==> config.mk <==
export PLATFORM = sky130hd
export DESIGN_NAME = pcsev_stat_select
export DESIGN_NICKNAME = d
export VERILOG_FILES = /design/src/verilog/pcsev_pkg.sv /design/src/verilog/pcsev_counter.sv /design/src/verilog/pcsev_event_mux.sv /design/src/verilog/pcsev_stat_select.sv
export SDC_FILE = /design/constraint.sdc
export NUM_CORES = 1
export LEC_CHECK = 0
export BUFFER_PORTS_ARGS = -buffer_cell sky130_fd_sc_hd__buf_4
export CORE_MARGIN = 2
export CORE_UTILIZATION = 40
export DETAILED_ROUTE_END_ITERATION = 6
export PLACE_DENSITY = 0.57
export SYNTH_ARGS = -nofsm -noshare
export SYNTH_HDL_FRONTEND = slang
export SYNTH_SLANG_ARGS = --single-unit
==> constraint.sdc <==
create_clock -name pclk -period 5.3 [get_ports pclk]
set_input_delay 0.795 -clock pclk [delete_from_list [all_inputs] [get_ports pclk]]
set_output_delay 0.795 -clock pclk [all_outputs]
set_load 0.01 [all_outputs]
==> src/verilog/pcsev_pkg.sv <==
// pcsev_pkg: register map, event codes and event carriers for the statistic event selector.
// assumes a 16-bit apb byte address and one 125 MHz clock shared with the event sources.
package pcsev_pkg;

	localparam int N_CNT      = 4;
	localparam int CNT_W      = 32;
	localparam int CRED_W     = 12;
	localparam int EV_W       = 8;
	localparam int FUNC_W     = 3;
	localparam int TAG_W      = 5;
	localparam int FUNC_LSB   = 5;
	localparam int THR_HI_LSB = 16;
	localparam int N_RCRED    = 5;
	localparam int N_LCRED    = 3;

	// byte addresses
	localparam logic [15:0] ADDR_CTRL  = 16'h5b10;
	localparam logic [15:0] ADDR_EVSEL = 16'h5b14;
	localparam logic [15:0] ADDR_FTAG  = 16'h5b18;
	localparam logic [15:0] ADDR_RTHR  = 16'h5b1c;
	localparam logic [15:0] ADDR_THR0  = 16'h5b20;
	localparam logic [15:0] ADDR_THR1  = 16'h5b24;
	localparam logic [15:0] ADDR_THR2  = 16'h5b28;
	localparam logic [15:0] ADDR_CNT0  = 16'h5b30;

	// control register fields
	localparam int CTRL_START = 31;
	localparam int CTRL_STOP  = 30;
	localparam int CTRL_CLEAR = 29;
	localparam int CTRL_PAIR  = 28;
	localparam int CTRL_TEST  = 27;
	localparam int CTRL_EN0   = 0;

	localparam logic [31:0] REG_RESET = 32'h0000_0000;
	localparam logic [2:0]  FUNC0     = 3'h0;
	localparam logic [2:0]  FUNC1     = 3'h1;

	// event codes
	localparam logic [7:0] EV_TX_DW      = 8'h00;
	localparam logic [7:0] EV_TX_PKT     = 8'h01;
	localparam logic [7:0] EV_TX_F0      = 8'h02;
	localparam logic [7:0] EV_TX_F1      = 8'h03;
	localparam logic [7:0] EV_TX_NP_F0   = 8'h04;
	localparam logic [7:0] EV_TX_NP_F1   = 8'h05;
	localparam logic [7:0] EV_TX_FTAG    = 8'h06;
	localparam logic [7:0] EV_RX_PKT     = 8'h1a;
	localparam logic [7:0] EV_RX_CPL_F0  = 8'h1b;
	localparam logic [7:0] EV_RX_CPL_F1  = 8'h1c;
	localparam logic [7:0] EV_RX_FTAG    = 8'h1d;
	localparam logic [7:0] EV_CLOCK      = 8'h20;
	localparam logic [7:0] EV_RX_BAD     = 8'h21;
	localparam logic [7:0] EV_TX_HDR     = 8'h25;
	localparam logic [7:0] EV_RX_HDR     = 8'h26;
	localparam logic [7:0] EV_STALL_CRED = 8'h27;
	localparam logic [7:0] EV_RETRANS    = 8'h28;
	localparam logic [7:0] EV_STALL_FULL = 8'h29;
	localparam logic [7:0] EV_RETRY_LOW  = 8'h2a;
	localparam logic [7:0] EV_RCRED_PH   = 8'h2b;
	localparam logic [7:0] EV_RCRED_PD   = 8'h2c;
	localparam logic [7:0] EV_RCRED_NPH  = 8'h2d;
	localparam logic [7:0] EV_RCRED_COMPLETION_HEADER_CREDITS = 8'h2e;
	localparam logic [7:0] EV_RCRED_COMPLETION_DATA_CREDITS = 8'h2f;
	localparam logic [7:0] EV_LCRED_PH   = 8'h30;
	localparam logic [7:0] EV_LCRED_NPH  = 8'h31;
	localparam logic [7:0] EV_LCRED_PD   = 8'h32;

	typedef enum logic [2:0] {
		PCSEV_TLP_OTHER,
		PCSEV_TLP_CPL,
		PCSEV_TLP_MEM,
		PCSEV_TLP_MSG,
		PCSEV_TLP_IO,
		PCSEV_TLP_CFG
	} pcsev_tlp_e;

	// transmit beat towards the physical layer
	typedef struct packed {
		logic       valid;
		logic       start;
		logic       replay;
		pcsev_tlp_e kind;
		logic       nonposted;
		logic [2:0] func;
		logic [4:0] tag;
		logic [1:0] dw;
		logic [1:0] hdr_dw;
	} pcsev_tx_s;

	// receive beat from the link layer
	typedef struct packed {
		logic       valid;
		logic       start;
		logic       good;
		logic       bad;
		pcsev_tlp_e kind;
		logic [2:0] func;
		logic [4:0] tag;
		logic [1:0] hdr_dw;
	} pcsev_rx_s;

	// one-cycle pulses from transaction layer and retry buffer
	typedef struct packed {
		logic stall_credit;
		logic retransmit;
		logic stall_full;
		logic retry_pkt;
	} pcsev_link_s;

	// conditioned per-cycle events shared by all counters
	typedef struct packed {
		logic [1:0] tx_dw;
		logic       tx_pkt;
		logic       tx_memmsg;
		logic       tx_f0;
		logic       tx_f1;
		logic       tx_np_f0;
		logic       tx_np_f1;
		logic [2:0] tx_func;
		logic [4:0] tx_tag;
		logic       rx_pkt;
		logic       rx_cpl;
		logic       rx_cpl_f0;
		logic       rx_cpl_f1;
		logic [2:0] rx_func;
		logic [4:0] rx_tag;
		logic       rx_bad;
		logic [1:0] tx_hdr;
		logic [1:0] rx_hdr;
		logic       stall_credit;
		logic       retransmit;
		logic       stall_full;
		logic       retry_low;
		logic [4:0] rcred_low;
		logic [2:0] lcred_zero;
	} pcsev_ev_s;

endpackage : pcsev_pkg

==> src/verilog/pcsev_counter.sv <==
// pcsev_counter: one statistic counter with synchronous clear and a wrap carry.
// assumes the increment is already gated by run and enable.
`timescale 1ns/10ps
`default_nettype none
module pcsev_counter
	import pcsev_pkg::*;
#(
	parameter int W = CNT_W
) (
	// clock and reset
	input  wire logic         pclk,
	input  wire logic         presetn,
	// control
	input  wire logic         clear,
	input  wire logic [1:0]   inc,
	// state
	output logic [W-1:0]      value,
	output logic              carry
);

	logic [W:0] sum;

	assign sum   = {1'b0, value} + {{(W-1){1'b0}}, inc};
	assign carry = sum[W];

	// clear beats a same-cycle increment
	always_ff @(posedge pclk or negedge presetn) begin
		if (!presetn) begin
			value <= '0;
		end else if (clear) begin
			value <= '0;
		end else begin
			value <= sum[W-1:0];
		end
	end

endmodule : pcsev_counter
`default_nettype wire

==> src/verilog/pcsev_event_mux.sv <==
// pcsev_event_mux: turns one counter's event code into an increment of 0 to 3.
// assumes conditioned events arrive already qualified by packet type and replay.
`timescale 1ns/10ps
`default_nettype none
module pcsev_event_mux
	import pcsev_pkg::*;
(
	// selection
	input  wire logic [EV_W-1:0]   event_code,
	input  wire logic [FUNC_W-1:0] match_func,
	input  wire logic [TAG_W-1:0]  match_tag,
	// events
	input  wire pcsev_ev_s         ev,
	// increment
	output logic [1:0]             inc
);

	logic tx_match;
	logic rx_match;

	assign tx_match = ev.tx_memmsg && ev.tx_func == match_func && ev.tx_tag == match_tag;
	assign rx_match = ev.rx_cpl && ev.rx_func == match_func && ev.rx_tag == match_tag;

	always_comb begin
		inc = 2'h0;
		unique case (event_code)
			EV_TX_DW:      inc = ev.tx_dw;
			EV_TX_PKT:     inc = {1'b0, ev.tx_pkt};
			EV_TX_F0:      inc = {1'b0, ev.tx_f0};
			EV_TX_F1:      inc = {1'b0, ev.tx_f1};
			EV_TX_NP_F0:   inc = {1'b0, ev.tx_np_f0};
			EV_TX_NP_F1:   inc = {1'b0, ev.tx_np_f1};
			EV_TX_FTAG:    inc = {1'b0, tx_match};
			EV_RX_PKT:     inc = {1'b0, ev.rx_pkt};
			EV_RX_CPL_F0:  inc = {1'b0, ev.rx_cpl_f0};
			EV_RX_CPL_F1:  inc = {1'b0, ev.rx_cpl_f1};
			EV_RX_FTAG:    inc = {1'b0, rx_match};
			EV_CLOCK:      inc = 2'h1;
			EV_RX_BAD:     inc = {1'b0, ev.rx_bad};
			EV_TX_HDR:     inc = ev.tx_hdr;
			EV_RX_HDR:     inc = ev.rx_hdr;
			EV_STALL_CRED: inc = {1'b0, ev.stall_credit};
			EV_RETRANS:    inc = {1'b0, ev.retransmit};
			EV_STALL_FULL: inc = {1'b0, ev.stall_full};
			EV_RETRY_LOW:  inc = {1'b0, ev.retry_low};
			EV_RCRED_PH:   inc = {1'b0, ev.rcred_low[0]};
			EV_RCRED_PD:   inc = {1'b0, ev.rcred_low[1]};
			EV_RCRED_NPH:  inc = {1'b0, ev.rcred_low[2]};
			EV_RCRED_COMPLETION_HEADER_CREDITS: inc = {1'b0, ev.rcred_low[3]};
			EV_RCRED_COMPLETION_DATA_CREDITS: inc = {1'b0, ev.rcred_low[4]};
			EV_LCRED_PH:   inc = {1'b0, ev.lcred_zero[0]};
			EV_LCRED_NPH:  inc = {1'b0, ev.lcred_zero[1]};
			EV_LCRED_PD:   inc = {1'b0, ev.lcred_zero[2]};
			default:       inc = 2'h0;
		endcase
	end

endmodule : pcsev_event_mux
`default_nettype wire

==> src/verilog/pcsev_stat_select.sv <==
// pcsev_stat_select: apb register file, event conditioning and four statistic counters.
// assumes transaction, link and retry-buffer sources run on pclk and pulse once per packet.
`timescale 1ns/10ps
`default_nettype none
module pcsev_stat_select
	import pcsev_pkg::*;
#(
	parameter int CW = CRED_W
) (
	// clock and reset
	input  wire logic                        pclk,
	input  wire logic                        presetn,
	// apb slave
	input  wire logic                        psel,
	input  wire logic                        penable,
	input  wire logic                        pwrite,
	input  wire logic [15:0]                 paddr,
	input  wire logic [31:0]                 pwdata,
	output logic [31:0]                      prdata,
	output logic                             pready,
	output logic                             pslverr,
	// event sources
	input  wire pcsev_tx_s                   tx_beat,
	input  wire pcsev_rx_s                   rx_beat,
	input  wire pcsev_link_s                 link_ev,
	input  wire logic [CW-1:0]               retry_level,
	input  wire logic [N_RCRED-1:0][CW-1:0]  remote_credits,
	input  wire logic [N_LCRED-1:0][CW-1:0]  local_credits,
	// state
	output logic                             counters_running
);

	// register state
	logic [31:0]                      evsel_reg;
	logic [31:0]                      ftag_reg;
	logic [CW-1:0]                    retry_thr_reg;
	logic [N_RCRED-1:0][CW-1:0]       thr_reg;
	logic                             pair_reg;
	logic                             test_reg;
	logic [N_CNT-1:0]                 enable_reg;
	logic                             run_reg;
	logic [31:0]                      prdata_reg;
	logic                             err_reg;
	logic [N_RCRED-1:0]               rlow_reg;
	logic [N_LCRED-1:0]               lzero_reg;

	// bus decode
	logic                             setup;
	logic                             wr;
	logic                             wr_ctrl;
	logic                             hit;
	logic [31:0]                      rd_data;
	logic                             counters_start;
	logic                             counters_stop;
	logic                             counters_clear;

	// event path
	pcsev_ev_s                        ev;
	logic                             tx_ok;
	logic                             tx_cmm;
	logic                             tx_mm;
	logic                             rx_cmm;
	logic [N_RCRED-1:0]               rlow_now;
	logic [N_LCRED-1:0]               lzero_now;
	logic [N_CNT-1:0][1:0]            sel_inc;
	logic [N_CNT-1:0][1:0]            cnt_inc;
	logic [N_CNT-1:0][CNT_W-1:0]      cnt_val;
	logic [N_CNT-1:0]                 cnt_carry;

	// zero-wait slave: read data and error are captured in the setup cycle
	assign setup   = psel && !penable;
	assign wr      = psel && penable && pwrite && !err_reg;
	assign wr_ctrl = wr && paddr == ADDR_CTRL;
	assign pready  = 1'b1;
	assign pslverr = psel && penable && err_reg;
	assign prdata  = prdata_reg;

	assign counters_start   = wr_ctrl && pwdata[CTRL_START];
	assign counters_stop    = wr_ctrl && pwdata[CTRL_STOP];
	assign counters_clear   = wr_ctrl && pwdata[CTRL_CLEAR];
	assign counters_running = run_reg;

	always_comb begin
		rd_data = 32'h0000_0000;
		hit     = 1'b1;
		if (paddr[15:4] == ADDR_CNT0[15:4]) begin
			rd_data = cnt_val[paddr[3:2]];
		end else begin
			unique case (paddr)
				ADDR_CTRL: begin
					rd_data[CTRL_PAIR]                = pair_reg;
					rd_data[CTRL_TEST]                = test_reg;
					rd_data[CTRL_EN0 +: N_CNT]        = enable_reg;
				end
				ADDR_EVSEL: begin
					rd_data = evsel_reg;
				end
				ADDR_FTAG: begin
					rd_data = ftag_reg;
				end
				ADDR_RTHR: begin
					rd_data[CW-1:0] = retry_thr_reg;
				end
				ADDR_THR0: begin
					rd_data[CW-1:0]                = thr_reg[0];
					rd_data[THR_HI_LSB +: CW]      = thr_reg[1];
				end
				ADDR_THR1: begin
					rd_data[CW-1:0]                = thr_reg[2];
					rd_data[THR_HI_LSB +: CW]      = thr_reg[3];
				end
				ADDR_THR2:  rd_data[CW-1:0] = thr_reg[4];
				default:    hit = 1'b0;
			endcase
		end
	end

	always_ff @(posedge pclk or negedge presetn) begin
		if (!presetn) begin
			prdata_reg <= REG_RESET;
		end else if (setup) begin
			prdata_reg <= pwrite ? REG_RESET : rd_data;
		end
	end

	// error decided at setup, so pslverr needs no address decode in the access phase
	always_ff @(posedge pclk or negedge presetn) begin
		if (!presetn) begin
			err_reg <= 1'b0;
		end else if (setup) begin
			err_reg <= !hit;
		end
	end

	// event selection register
	always_ff @(posedge pclk or negedge presetn) begin
		if (!presetn) begin
			evsel_reg <= REG_RESET;
		end else if (wr && paddr == ADDR_EVSEL) begin
			evsel_reg <= pwdata;
		end
	end

	// function and tag match values
	always_ff @(posedge pclk or negedge presetn) begin
		if (!presetn) begin
			ftag_reg <= REG_RESET;
		end else if (wr && paddr == ADDR_FTAG) begin
			ftag_reg <= pwdata;
		end
	end

	// retry-buffer threshold
	always_ff @(posedge pclk or negedge presetn) begin
		if (!presetn) begin
			retry_thr_reg <= '0;
		end else if (wr && paddr == ADDR_RTHR) begin
			retry_thr_reg <= pwdata[CW-1:0];
		end
	end

	// credit thresholds
	always_ff @(posedge pclk or negedge presetn) begin
		if (!presetn) begin
			thr_reg <= '0;
		end else if (wr) begin
			if (paddr == ADDR_THR0) begin
				thr_reg[0] <= pwdata[CW-1:0];
				thr_reg[1] <= pwdata[THR_HI_LSB +: CW];
			end
			if (paddr == ADDR_THR1) begin
				thr_reg[2] <= pwdata[CW-1:0];
				thr_reg[3] <= pwdata[THR_HI_LSB +: CW];
			end
			if (paddr == ADDR_THR2) begin
				thr_reg[4] <= pwdata[CW-1:0];
			end
		end
	end

	// control: start, stop and clear are self-clearing, they read as zero
	always_ff @(posedge pclk or negedge presetn) begin
		if (!presetn) begin
			pair_reg <= 1'b0;
		end else if (wr_ctrl) begin
			pair_reg <= pwdata[CTRL_PAIR];
		end
	end

	// test bit is storage only, counting ignores it
	always_ff @(posedge pclk or negedge presetn) begin
		if (!presetn) begin
			test_reg <= 1'b0;
		end else if (wr_ctrl) begin
			test_reg <= pwdata[CTRL_TEST];
		end
	end

	// per-counter enables
	always_ff @(posedge pclk or negedge presetn) begin
		if (!presetn) begin
			enable_reg <= '0;
		end else if (wr_ctrl) begin
			enable_reg <= pwdata[CTRL_EN0 +: N_CNT];
		end
	end

	// stop wins when both start and stop are written together
	always_ff @(posedge pclk or negedge presetn) begin
		if (!presetn) begin
			run_reg <= 1'b0;
		end else if (counters_stop) begin
			run_reg <= 1'b0;
		end else if (counters_start) begin
			run_reg <= 1'b1;
		end
	end

	// transmit conditioning: replays never count as new traffic
	assign tx_ok  = tx_beat.valid && tx_beat.start && !tx_beat.replay;
	assign tx_mm  = tx_beat.kind == PCSEV_TLP_MEM || tx_beat.kind == PCSEV_TLP_MSG;
	assign tx_cmm = tx_mm || tx_beat.kind == PCSEV_TLP_CPL;
	assign rx_cmm = rx_beat.kind == PCSEV_TLP_CPL || rx_beat.kind == PCSEV_TLP_MEM
		|| rx_beat.kind == PCSEV_TLP_MSG;

	// credit edges, history reset high so power-up levels never count
	generate
		for (genvar gr = 0; gr < N_RCRED; gr++) begin : g_rcred
			assign rlow_now[gr] = remote_credits[gr] < thr_reg[gr];
		end
		for (genvar gl = 0; gl < N_LCRED; gl++) begin : g_lcred
			assign lzero_now[gl] = local_credits[gl] == '0;
		end
	endgenerate

	always_ff @(posedge pclk or negedge presetn) begin
		if (!presetn) begin
			rlow_reg  <= '1;
			lzero_reg <= '1;
		end else begin
			rlow_reg  <= rlow_now;
			lzero_reg <= lzero_now;
		end
	end

	always_comb begin
		ev              = '0;
		ev.tx_dw        = (tx_beat.valid && !tx_beat.replay && tx_cmm) ? tx_beat.dw : 2'h0;
		ev.tx_pkt       = tx_ok && tx_cmm;
		ev.tx_memmsg    = tx_ok && tx_mm;
		ev.tx_f0        = tx_ok && tx_mm && tx_beat.func == FUNC0;
		ev.tx_f1        = tx_ok && tx_mm && tx_beat.func == FUNC1;
		ev.tx_np_f0     = tx_ok && tx_beat.kind == PCSEV_TLP_MEM && tx_beat.nonposted
			&& tx_beat.func == FUNC0;
		ev.tx_np_f1     = tx_ok && tx_beat.kind == PCSEV_TLP_MEM && tx_beat.nonposted
			&& tx_beat.func == FUNC1;
		ev.tx_func      = tx_beat.func;
		ev.tx_tag       = tx_beat.tag;

		// receive side
		ev.rx_cpl       = rx_beat.valid && rx_beat.start && rx_beat.good
			&& rx_beat.kind == PCSEV_TLP_CPL;
		ev.rx_pkt       = ev.rx_cpl || (rx_beat.valid && rx_beat.start
			&& (rx_beat.kind == PCSEV_TLP_MEM || rx_beat.kind == PCSEV_TLP_IO
			|| rx_beat.kind == PCSEV_TLP_CFG));
		ev.rx_cpl_f0    = ev.rx_cpl && rx_beat.func == FUNC0;
		ev.rx_cpl_f1    = ev.rx_cpl && rx_beat.func == FUNC1;
		ev.rx_func      = rx_beat.func;
		ev.rx_tag       = rx_beat.tag;
		ev.rx_bad       = rx_beat.bad;
		ev.tx_hdr       = (tx_beat.valid && !tx_beat.replay && tx_cmm) ? tx_beat.hdr_dw : 2'h0;
		ev.rx_hdr       = (rx_beat.valid && rx_cmm) ? rx_beat.hdr_dw : 2'h0;

		// link, retry buffer and credit events
		ev.stall_credit = link_ev.stall_credit;
		ev.retransmit   = link_ev.retransmit;
		ev.stall_full   = link_ev.stall_full;
		ev.retry_low    = link_ev.retry_pkt && retry_level < retry_thr_reg;
		ev.rcred_low    = rlow_now & ~rlow_reg;
		ev.lcred_zero   = lzero_now & ~lzero_reg;
	end

	// per-counter selection and counting
	generate
		for (genvar gi = 0; gi < N_CNT; gi++) begin : g_cnt
			logic [1:0] gated;

			pcsev_event_mux u_mux (
				.event_code (evsel_reg[gi*EV_W +: EV_W]),
				.match_func (ftag_reg[gi*EV_W+FUNC_LSB +: FUNC_W]),
				.match_tag  (ftag_reg[gi*EV_W +: TAG_W]),
				.ev         (ev),
				.inc        (sel_inc[gi])
			);

			assign gated = (run_reg && enable_reg[gi]) ? sel_inc[gi] : 2'h0;

			// odd counter becomes the upper half of its even neighbour
			if (gi % 2 == 1) begin : g_hi
				assign cnt_inc[gi] = pair_reg ? {1'b0, cnt_carry[gi-1]} : gated;
			end else begin : g_lo
				assign cnt_inc[gi] = gated;
			end

			pcsev_counter #(
				.W (CNT_W)
			) u_cnt (
				.pclk    (pclk),
				.presetn (presetn),
				.clear   (counters_clear),
				.inc     (cnt_inc[gi]),
				.value   (cnt_val[gi]),
				.carry   (cnt_carry[gi])
			);
		end
	endgenerate

endmodule : pcsev_stat_select
`default_nettype wire
==> reports/metrics.csv <==
stage,metric,value,unit
layout,layout-drive-gt1-share,31.6,%
synth,ys_seq_elements,312,
clock_network,cts_buffers,37,
layout,fillers,4417,
power,p_comb_share,7.8,%
timing,relSlewSlack,28.7,%
layout,fin_area,25400,µm²
timing,timing.final.crit_share,101,%
timing,finalMaxSlewViolations,0,
worst_setup_path,r2r.worst_path.cells,25,
timing,rsz0062_at_grt,true,
worst_setup_path,endpoint,g_cnt[1].u_cnt.value[20],
timing,min_period,5.35,ns
power,netSwitchingFraction,24.5,%
worst_setup_path,r2r_slack,-0.05,ns
synth,synthCells,2051,
synth,ys_async_sr_fraction,100,%
global_route,grt_pass1_wl,115,mm
synth,ys_seq_area_share,40.2,%
timing,fin_tns_setup,-0.0582,ns
placement,port_buffers,234,
global_route,antenna_found_initial,1,
power,power,5.40,mW
detailed_routing,drt_iter0_drc,1494,
clock_network,cts_sinks,312,
placement,placed_cells,3031,
worst_setup_path,reg2reg_from,thr_reg[33],
placement,place.gp.congestion,0.946,
synth,synth_warnings,0,
timing,tightest_slew,1.06,ns
run,drv_cap,0,
power,p_int,4.08,mW
worst_setup_path,critical_path_class,reg2reg,
global_route,grt_pass1_vias,18200,
layout,syn_to_final_growth,30.6,%
clock_network,cts_max_path_buffers,3,
synth,synth_edf_count,0,
floorplan,start_util,40.6,%
detailed_routing,vias,18100,
power,seqPwrFrac,44.1,%
synth,synth_cell_types,87,
clock_network,ctsHoldBuffers,0,
worst_setup_path,cp.arrival,5.85,ns
timing,setup_ws,-0.0474,ns
outcome,violations,negative setup slack,
layout,largest_register_ffs,128,
outcome,status,"complete, but fails checks",
power,ir_drop,0.000275,V
worst_setup_path,crit_start,thr_reg[33],
synth,avgSynthCellArea,9.47,µm²
clock_network,h-tree-depth,2,
worst_setup_path,reg2reg_to,g_cnt[1].u_cnt.value[20],
clock_network,root_buffer,clkbuf_16,
timing,timing.fmax,187,MHz
detailed_routing,wl,77.1,mm
floorplan,fp.dieH,224,µm
floorplan,die-area,50400,µm²
worst_setup_path,path_max_fanout,5,
power,power_switching,1.32,mW
worst_setup_path,worstSetupEndpointType,flop,
layout,fin_cells,3118,
worst_setup_path,crit_path_max_incr_delay,0.40,ns
worst_setup_path,start_kind,flop,
global_route,track_usage,30.4,%
worst_setup_path,critical_path_required,5.80,ns
synth,syn_nets,2330,
detailed_routing,avgViaCountPerCell,5.82,
floorplan,die_w,224,µm
power,powerDensity,213,nW/µm²
power,clockPowerShare,48.0,%
floorplan,coreArea,47800,µm²
global_route,grt_max_degree,121,
detailed_routing,drtPass1Iterations,5,
worst_setup_path,cpMaxStageDelayCell,or3b_4,
worst_setup_path,critPathMostFrequentCell,nand4_1,
floorplan,num_rows,80,
placement,dp_hpwl,59.4,mm
clock_network,cts_tree,done,
clock_network,clock_latency,0.58,ns
timing,holdWs,0.304,ns
hold_path,hold_class,in2async,
clock_network,clkSlewWorstSetupHoldPaths,0.06,ns
synth,synth-main-ff-cell,dfrtp_1,
detailed_routing,avgRoutedWirePerCell,24.7,µm
detailed_routing,drtAntennaViolNets,0,
synth,syn_area,19400,µm²
layout,nNetsFinal,2754,
global_route,grt.overflow.total,0,
timing,setup_viol,2,
placement,placed_area,23600,µm²
power,p_leak,11.7,nW
floorplan,num_io_pins,236,
timing,finalHoldViolations,0,
detailed_routing,drc_errors,0,
timing,fin_skew,0.0358,ns
## layout by cell type, fill, tap and decap left out, types with 38 or more instances in the layout
cell type / instances
buf_4: 479
dfrtp_1: 304
nor2_1: 199
nand2_1: 178
o21ai_0: 137
xor2_1: 104
inv_1: 76
mux2_2: 70
xnor2_1: 69
a21oi_1: 61
nand3_1: 59
ha_1: 59
nand4_1: 43
clkbuf_16: 38
## through the flow
step / util, % / worst slack (ns)
2_1_floorplan: - / -0.201
3_3_place_gp: 49.3 / -0.545
3_5_place_dp: 49.3 / -0.703
4_1_cts: 52.1 / -0.132
5_1_grt: 53.0 / -0.224
6_report: 53.0 / -0.0474
## cell type report
type	count	area (µm²)	share of cell area, %
clock buffers	48	1050	4.13
inverters	87	327	1.29
repair buffers	491	3760	14.8
well taps	615	769	3.03
clock inverters	18	178	0.700
multi-input cells	1546	11500	45.2
diodes	1	2.50	0.00986
flip-flops and latches	312	7820	30.8
## power by group through the flow
stage | Sequential (mW) | Combinational [mW] | Clock [mW]
2_1_floorplan | 2.43 | 0.121 | 0
5_1_grt | 2.38 | 0.454 | 2.75
6_report | 2.39 | 0.423 | 2.60
3_3_place_gp | 2.43 | 0.412 | 0
4_1_cts | 2.39 | 0.420 | 2.65
3_5_place_dp | 2.43 | 0.418 | 0
## synth_stat cells (6+ instances only)
master	number	area (µm²)
dfrtp_1	304	7610
nor2_1	206	773
nand2_1	185	694
o21ai_0	146	731
xor2_1	104	911
inv_1	85	319
ha_1	74	926
xnor2_1	72	631
mux2_2	70	788
clkbuf_1	68	255
a21oi_1	65	325
nand3_1	65	325
nand4_1	43	269
nor3_1	43	215
and3_1	33	206
buf_2	33	165
mux4_2	32	721
nor2b_1	31	194
nor4_1	31	194
or3_1	24	150
a21o_1	23	173
nand2b_1	23	144
mux2i_1	22	220
a222oi_1	17	170
a22oi_1	15	113
a221oi_1	14	123
and4_1	14	123
a211oi_1	13	97.6
a31oi_1	12	75.1
a2111oi_0	11	96.3
o211ai_1	11	82.6
a221o_1	8	80.1
dfstp_2	8	210
nand3b_1	8	60.1
nor3b_1	8	60.1
o32ai_1	7	61.3
and2_1	6	37.5
and4b_1	6	60.1
o22ai_1	6	37.5
## how the worst min path moves through the flow
stage / from / endpoint / cells past startpoint
floorplan: err_reg / err_reg / 2
global placement: prdata[22] / prdata[22] / 1
detailed placement: prdata[15] / prdata[15] / 2
CTS: presetn / thr_reg[34] / 1
global route: presetn / thr_reg[54] / 1
finish: presetn / thr_reg[34] / 1
## critical path, delay by kind of cell, from the launching register on
family | cells | cell delay, ns
fa+ha+maj | 5 | 1.07
simple gates | 9 | 1.96
flops | 1 | 0.39
compound gates | 9 | 1.55
buf+inv | 2 | 0.31
## per-layer routing
layer | part of all wire, % | track usage (%) | wire [µm] | up-vias
met2 | 49 | 51.3 | 37400 | 564
met5 | 0 | 0 | 0 | -
met4 | 4.7 | 13.0 | 3630 | 0
met1 | 42 | 39.4 | 32100 | 9140
met3 | 5.1 | 4.02 | 3960 | 157
li1 | - | - | - | 8273
## kinds of logic after synthesis
logic type | Yosys count | share of synthesized area [%]
fa+ha+maj | 78 | 5.18
xor+xnor | 176 | 7.93
flops | 312 | 40.2
simple gates | 765 | 20.0
mux | 125 | 9.04
buf+inv | 193 | 4.00
other cells | 1 | 0.0193
compound gates | 401 | 13.6
## what timing repair did
action | CTS | global route
buffers inserted | 7 | 15
setup endpoints to repair | 16 | 44
pin swaps | 21 | 36
gates resized for setup | 16 | 79
Note: power is estimated with default switching activity, not from simulation.
